File: src/shared/fsps_params.svh
// Offsets, field positions, reset values and timing counts of the flash self-program sequencer
// Summary of operation
// - Each table read moves exactly one byte
// - Table read copies addressed byte into latch
// - Table pointer optionally auto-updates on table ops
// - Pointer bit zero picks high or low byte
// - Erase always clears a whole 64-byte row
// - Erase row from pointer 21:6, 5:0 ignored
// - Write enable must be set, else inhibit
// - Row-erase select picks erase, else block write
// - Start only after unlock key sequence written
// - Row erase stalls core for about 2 ms
// - Long write halts core, timer ends it
// - Programming works on 16-byte blocks only
// - Sixteen holding bytes; table writes load only them
// - Control register write launches the long write
// - Holding bytes preset to FFh on reset, completion
// - FFh byte unchanged; programming only clears bits
// - Block write stalls core for about 2 ms
// - Pointer 3:0 picks holding byte, upper picks block
// - Start bit set-only; hardware clears on completion
`ifndef FSPS_PARAMS_SVH
`define FSPS_PARAMS_SVH

// ==========================================================================
// Register byte offsets
`define FSPS_OFF_PTR      5'h00
`define FSPS_OFF_TBLAT    5'h04
`define FSPS_OFF_MEMCTRL  5'h08
`define FSPS_OFF_UNLOCK   5'h0C
`define FSPS_OFF_TBLOP    5'h10

// ==========================================================================
// Field positions
`define FSPS_MC_SPACE     6
`define FSPS_MC_ROWSEL    4
`define FSPS_MC_ABORT     3
`define FSPS_MC_WEN       2
`define FSPS_MC_WR        1
`define FSPS_OP_DIR       0
`define FSPS_OP_MODE_LO   1

// ==========================================================================
// Values
`define FSPS_KEY_FIRST    8'h55
`define FSPS_KEY_SECOND   8'hAA
`define FSPS_HOLD_RESET   8'hFF
`define FSPS_LATCH_RESET  8'h00
`define FSPS_PTR_W        22
`define FSPS_HOLD_COUNT   16
`define FSPS_ROW_BYTES    64

// ==========================================================================
// Timing
`define FSPS_PROG_TIME_NS   2000000
`define FSPS_CLK_PERIOD_NS  5
`define FSPS_PROG_CYCLES    ((`FSPS_PROG_TIME_NS + `FSPS_CLK_PERIOD_NS - 1) / `FSPS_CLK_PERIOD_NS)

`endif

File: src/shared/fsps_pkg.sv
// Types of the flash self-program sequencer
package fsps_pkg;

  typedef enum logic [1:0] {
    PTR_KEEP,
    PTR_POST_INC,
    PTR_POST_DEC,
    PTR_PRE_INC
  } fsps_ptr_mode_t;

  typedef enum logic {
    ST_IDLE,
    ST_FETCH
  } fsps_bus_state_t;

  typedef enum logic [1:0] {
    KEY_NONE,
    KEY_FIRST,
    KEY_ARMED
  } fsps_key_stage_t;

endpackage : fsps_pkg

File: src/shared/fsps_timer_if.sv
// Handshake between the sequencer and its programming timer
`timescale 1ns/1ps
interface fsps_timer_if;
  logic start;
  logic done;
  logic busy;

  modport ctl   (output start, input done, input busy);
  modport timer (input start, output done, output busy);
endinterface : fsps_timer_if

File: src/fsps_prog_timer.sv
// Internal programming timer that ends each long write
`timescale 1ns/1ps
module fsps_prog_timer
  import fsps_pkg::*;
#(
  parameter int unsigned CYCLES = 400000
) (
  // Clock and reset
  input wire logic clk_i,
  input wire logic rst_n_i,
  // Control handshake
  fsps_timer_if.timer tmr
);

  localparam int unsigned CW = $clog2(CYCLES + 1);

  generate
    if (CYCLES < 1) begin : g_bad_cycles
      $error("fsps_prog_timer: CYCLES must be at least 1");
    end
  endgenerate

  logic [CW-1:0] count_reg;
  logic          running_reg;
  logic          done_reg;

  // ==========================================================================
  // Countdown
  always_ff @(posedge clk_i or negedge rst_n_i) begin
    if (!rst_n_i) begin
      count_reg   <= '0;
      running_reg <= 1'b0;
    end else if (tmr.start && !running_reg) begin
      count_reg   <= CW'(CYCLES - 1);
      running_reg <= 1'b1;
    end else if (running_reg) begin
      if (count_reg == '0) begin
        running_reg <= 1'b0;
      end else begin
        count_reg <= count_reg - CW'(1);
      end
    end
  end

  always_ff @(posedge clk_i or negedge rst_n_i) begin
    if (!rst_n_i) begin
      done_reg <= 1'b0;
    end else begin
      done_reg <= running_reg && (count_reg == '0);
    end
  end

  assign tmr.done = done_reg;
  assign tmr.busy = running_reg;

endmodule : fsps_prog_timer

File: src/fsps_top.sv
// Flash self-program sequencer: table ops, holding bytes, unlock and long write control
//
// Design decisions made here: register access over Avalon-MM and the address map.
`timescale 1ns/1ps
`include "fsps_params.svh"
module fsps_top
  import fsps_pkg::*;
#(
  parameter int unsigned PROG_CYCLES = `FSPS_PROG_CYCLES,
  parameter int unsigned HOLD_COUNT  = `FSPS_HOLD_COUNT,
  parameter int unsigned PTR_W       = `FSPS_PTR_W
) (
  // Clock and reset
  input  wire logic                    CLK_I,
  input  wire logic                    NRST_I,
  // Avalon-MM slave
  input  wire logic [4:0]              AVS_ADDRESS_I,
  input  wire logic                    AVS_READ_I,
  input  wire logic                    AVS_WRITE_I,
  input  wire logic [31:0]             AVS_WRITEDATA_I,
  input  wire logic [3:0]              AVS_BYTEENABLE_I,
  output logic      [31:0]             AVS_READDATA_O,
  output logic                         AVS_WAITREQUEST_O,
  // Core stall
  output logic                         CORE_STALL_O,
  // Flash array port
  output logic      [PTR_W-2:0]        FLASH_ADDR_O,
  output logic                         FLASH_RD_O,
  input  wire logic [15:0]             FLASH_RDATA_I,
  output logic                         FLASH_ERASE_O,
  output logic                         FLASH_PROG_O,
  output logic      [8*HOLD_COUNT-1:0] FLASH_WDATA_O,
  output logic      [HOLD_COUNT-1:0]   FLASH_WMASK_O
);

  localparam int unsigned HB       = $clog2(HOLD_COUNT);
  localparam int unsigned ROW_BITS = $clog2(`FSPS_ROW_BYTES);

  generate
    if ((HOLD_COUNT < 2) || ((1 << HB) != HOLD_COUNT) || (HOLD_COUNT > `FSPS_ROW_BYTES)) begin : g_bad_hold
      $error("fsps_top: HOLD_COUNT must be a power of two from 2 to the row size");
    end
    if ((PTR_W < ROW_BITS + 2) || (PTR_W > 32)) begin : g_bad_ptr
      $error("fsps_top: PTR_W out of range");
    end
    if (PROG_CYCLES < 1) begin : g_bad_cycles
      $error("fsps_top: PROG_CYCLES must be at least 1");
    end
  endgenerate

  // ==========================================================================
  // Functions
  function automatic logic hit(input logic [4:0] a, input logic [4:0] off);
    hit = (a[4:2] == off[4:2]);
  endfunction : hit

  function automatic logic [31:0] merge(input logic [31:0] old, input logic [31:0] d, input logic [3:0] be);
    logic [31:0] r;
    r = old;
    for (int i = 0; i < 4; i++) begin
      if (be[i]) begin
        r[8*i +: 8] = d[8*i +: 8];
      end
    end
    merge = r;
  endfunction : merge

  // Only the low PTR_W-1 bits move; the top bit selects the config space
  function automatic logic [PTR_W-1:0] ptr_step(input logic [PTR_W-1:0] p, input fsps_ptr_mode_t m,
                                                 input logic pre);
    logic [PTR_W-1:0] r;
    r = p;
    if ((pre && (m == PTR_PRE_INC)) || (!pre && (m == PTR_POST_INC))) begin
      r = {p[PTR_W-1], p[PTR_W-2:0] + {{(PTR_W-2){1'b0}}, 1'b1}};
    end else if (!pre && (m == PTR_POST_DEC)) begin
      r = {p[PTR_W-1], p[PTR_W-2:0] - {{(PTR_W-2){1'b0}}, 1'b1}};
    end
    ptr_step = r;
  endfunction : ptr_step

  // ==========================================================================
  // Reset release
  logic rst_meta_reg;
  logic rst_n;

  always_ff @(posedge CLK_I or negedge NRST_I) begin
    if (!NRST_I) begin
      rst_meta_reg <= 1'b0;
      rst_n        <= 1'b0;
    end else begin
      rst_meta_reg <= 1'b1;
      rst_n        <= rst_meta_reg;
    end
  end

  // ==========================================================================
  // State
  fsps_bus_state_t  state_reg;
  fsps_key_stage_t  key_reg;
  logic             wait_reg;
  logic [31:0]      rdata_reg;
  logic [PTR_W-1:0] ptr_reg;
  logic [7:0]       latch_reg;
  logic [7:0]       fetch_reg;
  logic [7:0]       hold_mem [HOLD_COUNT];
  logic             space_reg;
  logic             rowsel_reg;
  logic             abort_reg;
  logic             wen_reg;
  logic             wr_reg;
  logic             erase_op_reg;
  logic             tstart_reg;
  logic             rd_pulse_reg;
  logic [PTR_W-2:0] faddr_reg;
  logic             ferase_reg;
  logic             fprog_reg;
  logic [8*HOLD_COUNT-1:0] wdata_reg;
  logic [HOLD_COUNT-1:0]   wmask_reg;

  fsps_timer_if tmr ();

  fsps_prog_timer #(
    .CYCLES (PROG_CYCLES)
  ) u_timer (
    .clk_i   (CLK_I),
    .rst_n_i (rst_n),
    .tmr     (tmr)
  );

  assign tmr.start = tstart_reg;

  // ==========================================================================
  // Bus decode
  logic             req;
  logic             wr_commit;
  logic             op_commit;
  logic             op_is_write;
  logic             op_read_req;
  logic             ready_now;
  logic             mc_wr;
  logic             start_try;
  logic             start_ok;
  logic             done;
  fsps_ptr_mode_t   op_mode;
  logic [PTR_W-1:0] eff_ptr;
  logic [PTR_W-1:0] post_ptr;
  logic [31:0]      ptr_merged;
  logic [31:0]      rd_word;
  logic [7:0]       ctrl_byte;
  logic [8*HOLD_COUNT-1:0] hold_flat;
  logic [HOLD_COUNT-1:0]   hold_mask;

  assign req         = AVS_READ_I | AVS_WRITE_I;
  assign wr_commit   = AVS_WRITE_I && !wait_reg;
  assign op_is_write = AVS_WRITEDATA_I[`FSPS_OP_DIR];
  assign op_mode     = fsps_ptr_mode_t'(AVS_WRITEDATA_I[`FSPS_OP_MODE_LO +: 2]);
  assign op_commit   = wr_commit && hit(AVS_ADDRESS_I, `FSPS_OFF_TBLOP) && AVS_BYTEENABLE_I[0];
  assign op_read_req = AVS_WRITE_I && hit(AVS_ADDRESS_I, `FSPS_OFF_TBLOP) && AVS_BYTEENABLE_I[0] && !op_is_write;
  assign eff_ptr     = ptr_step(ptr_reg, op_mode, 1'b1);
  assign post_ptr    = ptr_step(eff_ptr, op_mode, 1'b0);
  assign ptr_merged  = merge(32'(ptr_reg), AVS_WRITEDATA_I, AVS_BYTEENABLE_I);
  assign mc_wr       = wr_commit && hit(AVS_ADDRESS_I, `FSPS_OFF_MEMCTRL) && AVS_BYTEENABLE_I[0];
  assign start_try   = mc_wr && AVS_WRITEDATA_I[`FSPS_MC_WR] && !wr_reg;
  assign start_ok    = start_try && AVS_WRITEDATA_I[`FSPS_MC_WEN]
                       && !AVS_WRITEDATA_I[`FSPS_MC_SPACE]
                       && (key_reg == KEY_ARMED);
  assign done        = tmr.done;

  // Long writes hold waitrequest high, which stalls every core access
  assign ready_now = (state_reg == ST_FETCH)
                     || ((state_reg == ST_IDLE) && req && wait_reg && !wr_reg && !op_read_req);

  assign ctrl_byte = {1'b0, space_reg, 1'b0, rowsel_reg, abort_reg, wen_reg, wr_reg, 1'b0};

  always_comb begin
    rd_word = 32'h0000_0000;
    if (hit(AVS_ADDRESS_I, `FSPS_OFF_PTR)) begin
      rd_word = 32'(ptr_reg);
    end else if (hit(AVS_ADDRESS_I, `FSPS_OFF_TBLAT)) begin
      rd_word = {24'h00_0000, latch_reg};
    end else if (hit(AVS_ADDRESS_I, `FSPS_OFF_MEMCTRL)) begin
      rd_word = {24'h00_0000, ctrl_byte};
    end
  end

  // ==========================================================================
  // Bus handshake
  always_ff @(posedge CLK_I or negedge rst_n) begin
    if (!rst_n) begin
      state_reg <= ST_IDLE;
    end else if ((state_reg == ST_IDLE) && req && wait_reg && !wr_reg && op_read_req) begin
      state_reg <= ST_FETCH;
    end else begin
      state_reg <= ST_IDLE;
    end
  end

  always_ff @(posedge CLK_I or negedge rst_n) begin
    if (!rst_n) begin
      wait_reg <= 1'b1;
    end else begin
      wait_reg <= !ready_now;
    end
  end

  always_ff @(posedge CLK_I or negedge rst_n) begin
    if (!rst_n) begin
      rdata_reg <= 32'h0000_0000;
    end else if (ready_now) begin
      rdata_reg <= rd_word;
    end
  end

  // ==========================================================================
  // Table read fetch
  always_ff @(posedge CLK_I or negedge rst_n) begin
    if (!rst_n) begin
      rd_pulse_reg <= 1'b0;
    end else begin
      rd_pulse_reg <= (state_reg == ST_IDLE) && req && wait_reg && !wr_reg && op_read_req;
    end
  end

  always_ff @(posedge CLK_I or negedge rst_n) begin
    if (!rst_n) begin
      fetch_reg <= `FSPS_LATCH_RESET;
    end else if (state_reg == ST_FETCH) begin
      fetch_reg <= eff_ptr[0] ? FLASH_RDATA_I[15:8] : FLASH_RDATA_I[7:0];
    end
  end

  // ==========================================================================
  // Table pointer and latch
  always_ff @(posedge CLK_I or negedge rst_n) begin
    if (!rst_n) begin
      ptr_reg <= '0;
    end else if (wr_commit && hit(AVS_ADDRESS_I, `FSPS_OFF_PTR)) begin
      ptr_reg <= ptr_merged[PTR_W-1:0];
    end else if (op_commit) begin
      ptr_reg <= post_ptr;
    end
  end

  always_ff @(posedge CLK_I or negedge rst_n) begin
    if (!rst_n) begin
      latch_reg <= `FSPS_LATCH_RESET;
    end else if (wr_commit && hit(AVS_ADDRESS_I, `FSPS_OFF_TBLAT) && AVS_BYTEENABLE_I[0]) begin
      latch_reg <= AVS_WRITEDATA_I[7:0];
    end else if (op_commit && !op_is_write) begin
      latch_reg <= fetch_reg;
    end
  end

  // ==========================================================================
  // Holding bytes
  always_ff @(posedge CLK_I or negedge rst_n) begin
    if (!rst_n) begin
      for (int i = 0; i < HOLD_COUNT; i++) begin
        hold_mem[i] <= `FSPS_HOLD_RESET;
      end
    end else if (done) begin
      for (int i = 0; i < HOLD_COUNT; i++) begin
        hold_mem[i] <= `FSPS_HOLD_RESET;
      end
    end else if (op_commit && op_is_write) begin
      hold_mem[eff_ptr[HB-1:0]] <= latch_reg;
    end
  end

  generate
    for (genvar g = 0; g < HOLD_COUNT; g++) begin : g_hold
      assign hold_flat[8*g +: 8] = hold_mem[g];
      assign hold_mask[g]        = (hold_mem[g] != `FSPS_HOLD_RESET);
    end
  endgenerate

  // ==========================================================================
  // Unlock key tracking
  always_ff @(posedge CLK_I or negedge rst_n) begin
    if (!rst_n) begin
      key_reg <= KEY_NONE;
    end else if (wr_commit) begin
      if (hit(AVS_ADDRESS_I, `FSPS_OFF_UNLOCK) && AVS_BYTEENABLE_I[0]) begin
        if (AVS_WRITEDATA_I[7:0] == `FSPS_KEY_FIRST) begin
          key_reg <= KEY_FIRST;
        end else if ((AVS_WRITEDATA_I[7:0] == `FSPS_KEY_SECOND) && (key_reg == KEY_FIRST)) begin
          key_reg <= KEY_ARMED;
        end else begin
          key_reg <= KEY_NONE;
        end
      end else begin
        key_reg <= KEY_NONE;
      end
    end
  end

  // ==========================================================================
  // Memory control register
  always_ff @(posedge CLK_I or negedge rst_n) begin
    if (!rst_n) begin
      space_reg <= 1'b0;
      wen_reg   <= 1'b0;
    end else if (mc_wr) begin
      space_reg <= AVS_WRITEDATA_I[`FSPS_MC_SPACE];
      wen_reg   <= AVS_WRITEDATA_I[`FSPS_MC_WEN];
    end
  end

  always_ff @(posedge CLK_I or negedge rst_n) begin
    if (!rst_n) begin
      rowsel_reg <= 1'b0;
    end else if (done && erase_op_reg) begin
      rowsel_reg <= 1'b0;
    end else if (mc_wr) begin
      rowsel_reg <= AVS_WRITEDATA_I[`FSPS_MC_ROWSEL];
    end
  end

  // A refused start sets the flag even when the same write clears it
  always_ff @(posedge CLK_I or negedge rst_n) begin
    if (!rst_n) begin
      abort_reg <= 1'b0;
    end else if (mc_wr) begin
      abort_reg <= AVS_WRITEDATA_I[`FSPS_MC_ABORT] || (start_try && !start_ok);
    end else if (done) begin
      abort_reg <= 1'b0;
    end
  end

  always_ff @(posedge CLK_I or negedge rst_n) begin
    if (!rst_n) begin
      wr_reg <= 1'b0;
    end else if (start_ok) begin
      wr_reg <= 1'b1;
    end else if (done) begin
      wr_reg <= 1'b0;
    end
  end

  // ==========================================================================
  // Long write launch
  always_ff @(posedge CLK_I or negedge rst_n) begin
    if (!rst_n) begin
      erase_op_reg <= 1'b0;
      tstart_reg   <= 1'b0;
    end else begin
      tstart_reg <= start_ok;
      if (start_ok) begin
        erase_op_reg <= AVS_WRITEDATA_I[`FSPS_MC_ROWSEL];
      end
    end
  end

  always_ff @(posedge CLK_I or negedge rst_n) begin
    if (!rst_n) begin
      ferase_reg <= 1'b0;
      fprog_reg  <= 1'b0;
    end else if (start_ok) begin
      ferase_reg <= AVS_WRITEDATA_I[`FSPS_MC_ROWSEL];
      fprog_reg  <= !AVS_WRITEDATA_I[`FSPS_MC_ROWSEL];
    end else if (done) begin
      ferase_reg <= 1'b0;
      fprog_reg  <= 1'b0;
    end
  end

  always_ff @(posedge CLK_I or negedge rst_n) begin
    if (!rst_n) begin
      faddr_reg <= '0;
    end else if (start_ok) begin
      if (AVS_WRITEDATA_I[`FSPS_MC_ROWSEL]) begin
        faddr_reg <= {ptr_reg[PTR_W-1:ROW_BITS], {(ROW_BITS-1){1'b0}}};
      end else begin
        faddr_reg <= {ptr_reg[PTR_W-1:HB], {(HB-1){1'b0}}};
      end
    end else if ((state_reg == ST_IDLE) && req && wait_reg && !wr_reg && op_read_req) begin
      faddr_reg <= eff_ptr[PTR_W-1:1];
    end
  end

  always_ff @(posedge CLK_I or negedge rst_n) begin
    if (!rst_n) begin
      wdata_reg <= '1;
      wmask_reg <= '0;
    end else if (start_ok) begin
      wdata_reg <= hold_flat;
      wmask_reg <= hold_mask;
    end
  end

  // ==========================================================================
  // Outputs
  assign AVS_READDATA_O    = rdata_reg;
  assign AVS_WAITREQUEST_O = wait_reg;
  assign CORE_STALL_O      = wr_reg;
  assign FLASH_ADDR_O      = faddr_reg;
  assign FLASH_RD_O        = rd_pulse_reg;
  assign FLASH_ERASE_O     = ferase_reg;
  assign FLASH_PROG_O      = fprog_reg;
  assign FLASH_WDATA_O     = wdata_reg;
  assign FLASH_WMASK_O     = wmask_reg;

endmodule : fsps_top

File: config.mk
export PLATFORM = sky130hd
export DESIGN_NAME = fsps_top
export DESIGN_NICKNAME = d
export VERILOG_FILES = /design/src/shared/fsps_pkg.sv /design/src/shared/fsps_timer_if.sv /design/src/fsps_prog_timer.sv /design/src/fsps_top.sv
export VERILOG_INCLUDE_DIRS = /design/src /design/src/shared
export SDC_FILE = /design/constraint.sdc
export NUM_CORES = 1
export LEC_CHECK = 0
export BUFFER_PORTS_ARGS = -buffer_cell sky130_fd_sc_hd__clkbuf_2
export CAP_MARGIN = 15
export CELL_PAD_IN_SITES_DETAIL_PLACEMENT = 0
export CELL_PAD_IN_SITES_GLOBAL_PLACEMENT = 1
export CORE_AREA = 2 2 205 207
export DETAILED_ROUTE_END_ITERATION = 16
export DIE_AREA = 0 0 207 209
export PLACE_DENSITY = 0.85
export SLEW_MARGIN = 5
export SYNTH_ARGS = -nofsm -noshare
export SYNTH_HDL_FRONTEND = slang
export SYNTH_SLANG_ARGS = --single-unit
File: constraint.sdc
create_clock -name CLK_I -period 13 [get_ports CLK_I]
set_clock_uncertainty 0.15 [all_clocks]
set_input_delay 1.3 -clock CLK_I [delete_from_list [all_inputs] [get_ports CLK_I]]
set_output_delay 1.3 -clock CLK_I [all_outputs]
set_load 0.01 [all_outputs]
# Yosys cells after proc, flatten, opt, wreduce, memory -nomap -nowiden
# Cells that the tools add are included.
[word_totals] out_inout_bits=202 register_bits=400 elab_cells=177
[op_classes] bitwise=3 n_reduce_logical=55 add_sub_neg=4 order_cmp=2 mux=39 eq_ne=31
[op_table] op="128-bit 2-to-1 mux" n=2
[op_table] op="128-bit bitwise mux" n=1
[op_table] op="8-bit inequality test (second input constant)" n=16
[op_table] op="21-bit 2-to-1 mux" n=5
[op_table] op="22-bit 2-to-1 mux" n=3
[op_table] op="19-bit 2-to-1 mux" n=3
[op_table] op="8-bit 2-to-1 mux" n=7
[op_table] op="21-bit by 1-bit adder with 21-bit output (second input constant)" n=2
[op_table] op="8-bit demux with 4-bit select" n=1
[op_table] op="1-bit logical AND" n=30
[op_table] op="21-bit by 1-bit subtractor with 21-bit output (second input constant)" n=1
[op_table] op="19-bit zero test" n=1
[op_table] op="19-bit by 1-bit subtractor with 19-bit output (second input constant)" n=1
[op_table] op="2-bit nonzero test" n=8
[op_table] op="1-bit 2-to-1 mux" n=11
[op_table] op="1-bit zero test" n=9
[op_table] op="8-bit by 7-bit == test with 1-bit output (second input constant)" n=1
[op_table] op="8-bit == test (second input constant)" n=1
[op_table] op="2-bit AND reduction" n=4
[op_table] op="7-bit 2-to-1 mux" n=1
[op_table] op="2-bit == test (second input constant)" n=3
[op_table] op="3-bit by 2-bit == test with 1-bit output (second input constant)" n=2
[op_table] op="2-bit 2-to-1 mux" n=3
[op_table] op="6-bit 2-to-1 mux" n=1
[op_table] op="other kinds (13)" n=17

# Depth between registers and ports, before layout
# Gate-level depths: netlist (run 1).
[depth] ltp_word=13 ltp_mapped=11 mapped_depth_nobuf=10

# Cells and area by module
# Synthesis (run 1) repeated with hierarchy kept, for this count alone.
[unflattened] hier_cells=1854 area_unflattened_um2=18335.1
[by_module_without_submodules] module="fsps_top" instances=1 area_per_inst_um2=17176.5 cells_per_inst=1735
[by_module_without_submodules] module="fsps_prog_timer" instances=1 area_per_inst_um2=1158.6 cells_per_inst=119

# Worst setup path before layout (run 1)
# No wires, ideal clock.
[synth_path] path_type="input to register" startpoint="input AVS_WRITEDATA_I[2]" endpoint="register ptr_reg[18]" required_ns=12.713 n_path_buf=1 arrival_time_ns=3.915 stages=10 path_slack_ns=8.797 cell_sequence="buf_4 -> nand2_1 -> xor2_1 -> ha_1 -> o311ai_1 -> a211oi_1 -> nand2_1 -> o32ai_1 -> xor2_1 -> a21oi_1"
[synth_via] elab_chain_len=7 elab_cells_between_ends=10 classes_between="add/sub: 2; eq/ne: 3; mux: 5"
[synth_rtl] element="start, declared" line="fsps_top.sv:20" text="input wire logic [31:0] AVS_WRITEDATA_I,"
[synth_rtl] element="2-bit == test"
[synth_rtl] element="21-bit 2-to-1 mux" line="fsps_top.sv:73" text="if ((pre && (m == PTR_PRE_INC)) || (!pre && (m == PTR_POST_INC))) begin"
[synth_rtl] element="21-bit by 1-bit subtractor with 21-bit output" line="fsps_top.sv:76" text="r = {p[PTR_W-1], p[PTR_W-2:0] - {{(PTR_W-2){1'b0}}, 1'b1}};"
[synth_rtl] element="21-bit 2-to-1 mux" line="fsps_top.sv:75" text="end else if (!pre && (m == PTR_POST_DEC)) begin"
[synth_rtl] element="21-bit 2-to-1 mux (*)" line="fsps_top.sv:73"
[synth_rtl] element="22-bit 2-to-1 mux (*)" line="fsps_top.sv:239" text="end else if (op_commit) begin"
[synth_rtl] element="22-bit 2-to-1 mux (*)" line="fsps_top.sv:237" text="end else if (wr_commit && hit(AVS_ADDRESS_I, `FSPS_OFF_PTR)) begin"
[synth_rtl] element="end signal, assigned" line="fsps_top.sv:238" text="ptr_reg <= ptr_merged[PTR_W-1:0];"
[synth_rtl] element="end signal, assigned" line="fsps_top.sv:240" text="ptr_reg <= post_ptr;"
[synth_rtl] element="end, declared" line="fsps_top.sv:102" text="logic [PTR_W-1:0] ptr_reg;"
# Mark *: on every way between the ends. The rest lies on a longest branch, timed or not. The select of a mux whose other input is x is not followed.
# A chain may end at the register's enable or synchronous reset.

# Worst setup path in the final report (run 1)
[layout_path] startpoint="input AVS_WRITE_I" endpoint="register wmask_reg[3], in the netlist FLASH_WMASK_O[3]"
[layout_via] elab_chain_len=8
[layout_rtl] element="start, declared" line="fsps_top.sv:19" text="input wire logic AVS_WRITE_I,"
[layout_rtl] element="1-bit logical AND" line="fsps_top.sv:154" text="assign wr_commit = AVS_WRITE_I && !wait_reg;"
[layout_rtl] element="1-bit logical AND (2 in series)" line="fsps_top.sv:162" text="assign mc_wr = wr_commit && hit(AVS_ADDRESS_I, `FSPS_OFF_MEMCTRL) && AVS_BYTEENABLE_I[0];"
[layout_rtl] element="1-bit logical AND (2 in series)" line="fsps_top.sv:163" text="assign start_try = mc_wr && AVS_WRITEDATA_I[`FSPS_MC_WR] && !wr_reg;"
[layout_rtl] element="1-bit logical AND (3 in series)" line="fsps_top.sv:164" text="assign start_ok = start_try && AVS_WRITEDATA_I[`FSPS_MC_WEN]"
[layout_rtl] element="end signal, assigned" line="fsps_top.sv:387" text="wmask_reg <= hold_mask;"
[layout_rtl] element="end, declared" line="fsps_top.sv:118" text="logic [HOLD_COUNT-1:0] wmask_reg;"
# No other way between the ends.

==> impl_results.md, run 1 <==
* Status: finished clean
* FMAX at approximately 210 MHz
* Vias in the first global route at 14200
* Simple-gate share of the synthesized area at 22.7%
* IO Pins at between 200 and 300
* Drt drc at 0
* Dominant synthesized flop cell: dfstp_2
* Worst-path clk slew at 0.06 ns
* Worst path depth at 11
* Postcts setup bufs at 0
* Post-DP HPWL at 33900 µm
* GRT Residual Overflow at 0
* Placer congestion estimate at a little under 0.9
* WP data required at 13.33 ns
* Buffers & Inverters on Critical Path at 4
* Max VDD drop at 0.0000813 V
* Via count at 14400
* Final min period at 4.74 ns
* Minimum hold slack at 0.202 ns
* Hold path depth at 0
* Fin. max-slew vios at 0
* Effective utilization at floorplan at 44.2%
* Crit end category: register
* CP arrival at 5.07 ns
* Final hold viol count at 0
* CTS resizes at 0
* Max-cap violations at 0
* WL final at 51100 µm
* Post-synth cell types at 73
* Crit path largest cell delay at 0.83 ns
* GRT Util Overall at a little under a quarter
* RSZ-0062 raised after global routing: false
* Pre-CTS setup slack at 7.71 ns
* Ys Warns at 0
* Synth top area share at a little under two fifths
* DP Area at 0.0197 mm²
* Area contributors post-synth: dfstp_2, dfrtp_1, nand2_1
* Sequential-to-total area share from yosys stat at a little under three fifths
* Layout cells sized above 1 at 31.5%
* Leak at 0.0104 µW
* Port bufs at 239
* Crit path max-delay cell type: or4_4
* DR iter-0 viols at 1102
* Syn Area/Cell at 9.78 µm²
* Final period util at between 30 and 40%
* Setup-failing EPs final at 0
* Final core utilization at just over 50%
* Die height at 209 µm
* Crit Path Max Fanout at 68
* Worst Hold Path EP: rst_n
* TritonRoute pass-1 iters at 5
* Rows at 75
* Core area at slightly above 0.04 mm²
* Routed len/inst at 19.5 µm
* Asr flop ratio synth at 100%
* Min-delay worst type: register to register
* Num Clock Sinks at 389
* Syn-to-layout area delta at 16.0%
* WS Path Type: input port to register
* Cells along the critical path: clkbuf_2 -> nor2b_1 -> nand2_1 -> nor2_1 -> nand3b_1 -> or4_4 -> inv_4 -> buf_4 -> buf_4 -> o21ai_0 -> nand2_1
* Setup slack, reg-to-reg at 8.78 ns
* Compound-cell area share of the yosys netlist at 12.1%
* RR Startpoint: AVS_WAITREQUEST_O
* Number of buffers created by CTS at 43
* Die width at 207 µm
* Cell taking the most area after synthesis: dfstp_2
* Final net count at 2107
* Largest family of logic cells by synthesized area: simple AND/OR/NAND/NOR gates
* Final worst setup slack at 8.26 ns
* Post-route antenna net violation count at 0
* Fin area at 0.0211 mm²
* Cell Pwr Density at 120 mW/mm²
* Worst Max-Slew Pin Slew at 1.22 ns
* R2R Path End: FLASH_WMASK_O[3]
* Via-per-instance ratio at approximately 5.5
* CTS tree: built
* Multiplexer share of the synthesized area at under 10%
* Cts hold-fix bufs at 0
* Netlist Area Pre-Place at 0.0182 mm²
* Die area at 0.0433 mm²
* Startpoint types: input port
* Headroom to the max-slew limit at between 10% and 20%
* CP delay by family, top: buffers and inverters
* Total negative slack at 0 ns
* Synth Area in XOR/XNOR at 1.63%
* EDFF count, synth at 0
* HP Start: rst_meta_reg
* Cell count after synthesis at 1865
* First-pass GRT wire length at 81500 µm
* Initial antenna violation count at 2
* Largest net degree at the start of global routing at 102
* Skew-Pair Late Insertion Delay at 0.56 ns
* Post-synthesis adder-cell area fraction at less than 1%
* CTS H-tree lvls at 2
* R2r worst-path depth at 10
* Root Buffer: clkbuf_16
* Worst-case clock buffer depth at 3
* FF+latch count, synth at approximately 390
==> Yosys cell counts (4+ instances only) <==
library cell and count:
nor4_1 16, a211o_1 90, nor2_1 65, dfstp_2 257
or4_1 5, xnor2_1 15, buf_2 18, nand3_1 32
dfrtp_1 132, clkbuf_1 100, buf_4 16, xor2_1 19
nand3b_1 6, or3_1 13, inv_1 18, nor2b_1 100
and2_1 6, mux2i_1 30, mux2_2 43, a21oi_1 46
nand4_1 44, or2_2 9, a31oi_1 8, o22ai_1 11
a32oi_1 4, o21ai_0 89, a211oi_1 9, nor3_1 28
nand2b_1 6, and3_1 11, ha_1 6, a22oi_1 16
nand2_1 522, o31ai_1 9
==> per-stage QoR <==
step                      total power (µW)  cells
after CTS                             2560   2612
final                                 2530   2614
after global routing                  2620   2612
after detailed placement              1300   2534
after floorplan                       1280   1874
after global placement                1300   2534
==> worst register-to-register path: cells and delay by family, from the launching register on <==
kind                   cells  cell delay, ns
AOI/OAI and AO/OA          1            0.26
DFF                        1            0.38
buffers and inverters      3            1.78
and+or+nand+nor            6            1.61
==> cell usage in the layout (no fill, tap or decap), types with 5 or more instances in the layout <==
cell	netlist	layout
nand4_1	44	44
mux2i_1	30	30
buf_4	16	18
o22ai_1	11	11
or3_1	13	13
dfrtp_1	132	130
nand2_1	522	522
a22oi_1	16	16
clkbuf_2	0	239
nor2b_1	100	100
a31oi_1	8	8
and3_1	11	11
nand3b_1	6	6
or2_2	9	9
a211o_1	90	90
o31ai_1	9	9
nor2_1	65	65
inv_1	18	18
nor4_1	16	16
clkbuf_16	0	44
nand2b_1	6	6
o21ai_0	89	89
xor2_1	19	19
nor3_1	28	27
xnor2_1	15	15
a21oi_1	46	45
ha_1	6	6
clkbuf_8	0	10
mux2_2	43	43
a211oi_1	9	9
and2_1	6	6
dfstp_2	257	257
clkbuf_1	100	12
clkinv_2	0	5
nand3_1	32	32
conb_1	2	11
==> logic make-up (layout without fill, tap and decap cells) <==
group	count (synthesis)	after routing
AND/OR/NAND/NOR	889	889
multiplexers	73	73
buffers and inverters	155	354
XOR/XNOR	34	34
flip-flops	389	389
other	2	13
adder cells (fa/ha/maj)	6	6
AO/OA/AOI/OAI	317	317
==> how the worst max path moves through the flow <==
stage	from	end	slack, ns
after global placement	AVS_WRITE_I	FLASH_WMASK_O[3]	7.70
after floorplan	rst_n	AVS_READDATA_O[0]	1.65
final	AVS_WRITE_I	FLASH_WMASK_O[3]	8.26
after detailed placement	AVS_WRITE_I	FLASH_WMASK_O[3]	7.71
after global routing	AVS_WRITE_I	FLASH_WMASK_O[5]	7.91
after CTS	AVS_WRITE_I	FLASH_WMASK_O[3]	8.29
==> layer usage <==
layer	share of wire (%)	vias up	track usage, %	wire, µm
met1	47	7184	33.5	23800
met4	1.8	0	5.84	911
met5	0	-	0	0
li1	-	6742	-	-
met3	5.3	59	4.01	2700
met2	46	384	37.4	23700
==> power by group <==
group          switching [µW]  total [µW]  internal [µW]
Clock                     503        1250            742
Sequential               9.97        1230           1220
Combinational            42.8        58.4           15.6
==> layout make-up <==
cell class | instances | area [µm²]
Antenna cell | 2 | 5.00
Clock buffer | 66 | 1280
Clock inverter | 12 | 165
Fill cell | 3823 | 20100
Inverter | 19 | 73.8
Multi-Input combinational cell | 1330 | 7550
Sequential cell | 389 | 10100
Tap cell | 539 | 674
Timing Repair Buffer | 257 | 1330
Note: power is estimated with default switching activity, not from simulation.
==> run 2: changes to the inputs <==
CORE_AREA = 2 2 217 219   (was 2 2 205 207)
DIE_AREA = 0 0 219 221   (was 0 0 207 209)
PLACE_DENSITY = 0.8   (was 0.85)
clock period = 4.1 ns   (was 13 ns; I/O delays follow)
==> impl_results.md, run 2 (synthesis gave the netlist of run 1 again) <==
* Seq pwr share at 47.9%
* Skew-Pair Late Insertion Delay at 0.57 ns
* Leak at ~0.011 µW
* TritonRoute pass-1 iters at 5
* WL final at 53200 µm
* Rows at 79
* Status: finished clean
* Worst-case clock buffer depth at 3
* Clock power frac at between 40% and 50%
* Effective utilization at floorplan at 39.6%
* WS Path Type: register to register
* Drt drc at 0
* CTS tree: built
* Dpl cells at 2637
* Final hold viol count at 0
* Post-DP HPWL at 35800 µm
* Combinational fraction of design power at 2.7%
* Antenna Cells at 0
* CTS H-tree lvls at 2
* Vias in the first global route at 14400
* Most frequent cells in the layout: nand2_1, dfstp_2, clkbuf_2
* Switching Share at 22.3%
* Most common cell after layout, fill and taps aside: nand2_1
* Post-route antenna net violation count at 0
* Hold path depth at 3
* Setup-failing EPs final at 0
* HP Start: AVS_WRITEDATA_I[3]
* Max-cap violations at 0
* Largest net degree at the start of global routing at between 100 and 150
* Num Clock Sinks at 389
* WP data required at around 4.4 ns
* Die area at 0.0484 mm²
* Psw at about 1800 µW
* Final min period at 3.47 ns
* RR Startpoint: ptr_reg[3]
* First-pass GRT wire length at 83400 µm
* Final net count at 2153
* GRT Util Overall at 21.9%
* Routed len/inst at 19.5 µm
* Placer congestion estimate at around 0.89
* Initial antenna violation count at 0
* FMAX at approximately 290 MHz
* Headroom to the max-slew limit at around 28%
* Worst Max-Slew Pin Slew at 1.08 ns
* Cell Int Power at about 6300 µW
* Layout cells sized above 1 at 32.7%
* Crit end category: register
* Number of buffers created by CTS at 43
* Cell Pwr Density at 373 mW/mm²
* Port bufs at around 240
* Fin. max-slew vios at 0
* IO Pins at 263
* Top cell by count, worst path: a21oi_1
* CP arrival at around 3.8 ns
* DR iter-0 viols at 1247
* Core area at 0.0461 mm²
* Crit path max-delay cell type: dfrtp_1
* Worst-path clk slew at 0.07 ns
* Die width at about 220 µm
* Layout Cells excl Fill at 2728
* Syn-to-layout area delta at 19.1%
* Root Buffer: clkbuf_16
* Min-delay worst type: input port to register
* Worst setup path startpoint: ptr_reg[3]
* Total negative slack at 0 ns
* Final period util at 84.6%
* Max VDD drop at ~0.00030 V
* Via-per-instance ratio at between 5 and 6
* CTS resizes at 0
* Crit path largest cell delay at 0.73 ns
* Die height at 221 µm
* Via count at 14600
* RSZ-0062 raised after global routing: false
* R2r worst-path depth at 8
* Startpoint types: register
* GRT Residual Overflow at 0
* Cells along the critical path: and4_1 -> a21oi_1 -> or4_1 -> nor4_2 -> nand3_1 -> o32ai_1 -> xor2_1 -> a21oi_1
* Crit Path Max Fanout at 16
[run 2: cell count changes in the layout (fill, tap and decap cells not counted), moves of 3 or more]
cell,delta
clkbuf_1,-3
buf_4,+30
dlygate4sd3_1,+11
buf_12,+5
[run 2: final cells by class]
cell class	instances	area, µm²
clock inverters	14	158
fillers	4511	24300
clock buffers	66	1330
well taps	607	759
repair buffers	303	1770
multi-input cells	1330	7570
flip-flops and latches	389	10100
inverters	19	73.8
[run 2: what timing repair did]
| item | in CTS | in global routing |
|---|---|---|
| setup buffers | 0 | 0 |
| setup endpoints to repair | 0 | 0 |
| hold endpoints to repair | 11 | 0 |
| hold buffers | 11 | 0 |
[run 2: final timing paths]
| check | slack (ns) | end |
|---|---|---|
| max in group asynchronous | 2.37 | FLASH_WMASK_O[3] |
| hold reg to reg | 0.21 | rst_n |
| setup reg to reg | 0.63 | ptr_reg[18] |
| setup / recovery | 0.63 | ptr_reg[18] |
| hold / removal | 0.02 | latch_reg[3] |
| min in group asynchronous | 0.31 | FLASH_WMASK_O[6] |
[run 2: stage by stage]
step                setup slack (ns)  hold slack [ns]  utilization [%]  area (µm²)  total power [µW]
global placement               0.479           0.0555             43.7       20100              4150
finish                         0.633           0.0206             47.1       21700              8110
CTS                            0.691          0.00814             47.1       21700              8220
global route                   0.388           0.0132             47.1       21700              8390
detailed placement             0.469           0.0508             43.7       20100              4160
floorplan                      0.266          -0.0356                -       18300              4050
[run 2: power by group through the flow]
stage | combinational (µW) | sequential [µW] | clock (µW)
after floorplan | 83.2 | 3970 | 0
after global placement | 209 | 3940 | 0
after detailed placement | 212 | 3940 | 0
after CTS | 221 | 3880 | 4110
after global routing | 242 | 3880 | 4260
final | 217 | 3880 | 4010
[run 2: routing by layer]
layer | routed length (µm) | vias to the layer above | GRT usage (%)
li1 | - | 6823 | -
met1 | 23500 | 7232 | 30.1
met2 | 24900 | 441 | 34.7
met3 | 3160 | 107 | 4.05
met4 | 1640 | 0 | 7.45
met5 | 0 | - | 0
[run 2: worst max-delay path, delay by kind of cell, from the launching register on]
kind / cells / cell delay, ns
and+or+nand+nor: 4 / 1.83
DFF: 1 / 0.73
AOI/OAI and AO/OA: 3 / 0.43
xor gates and xnor gates: 1 / 0.18
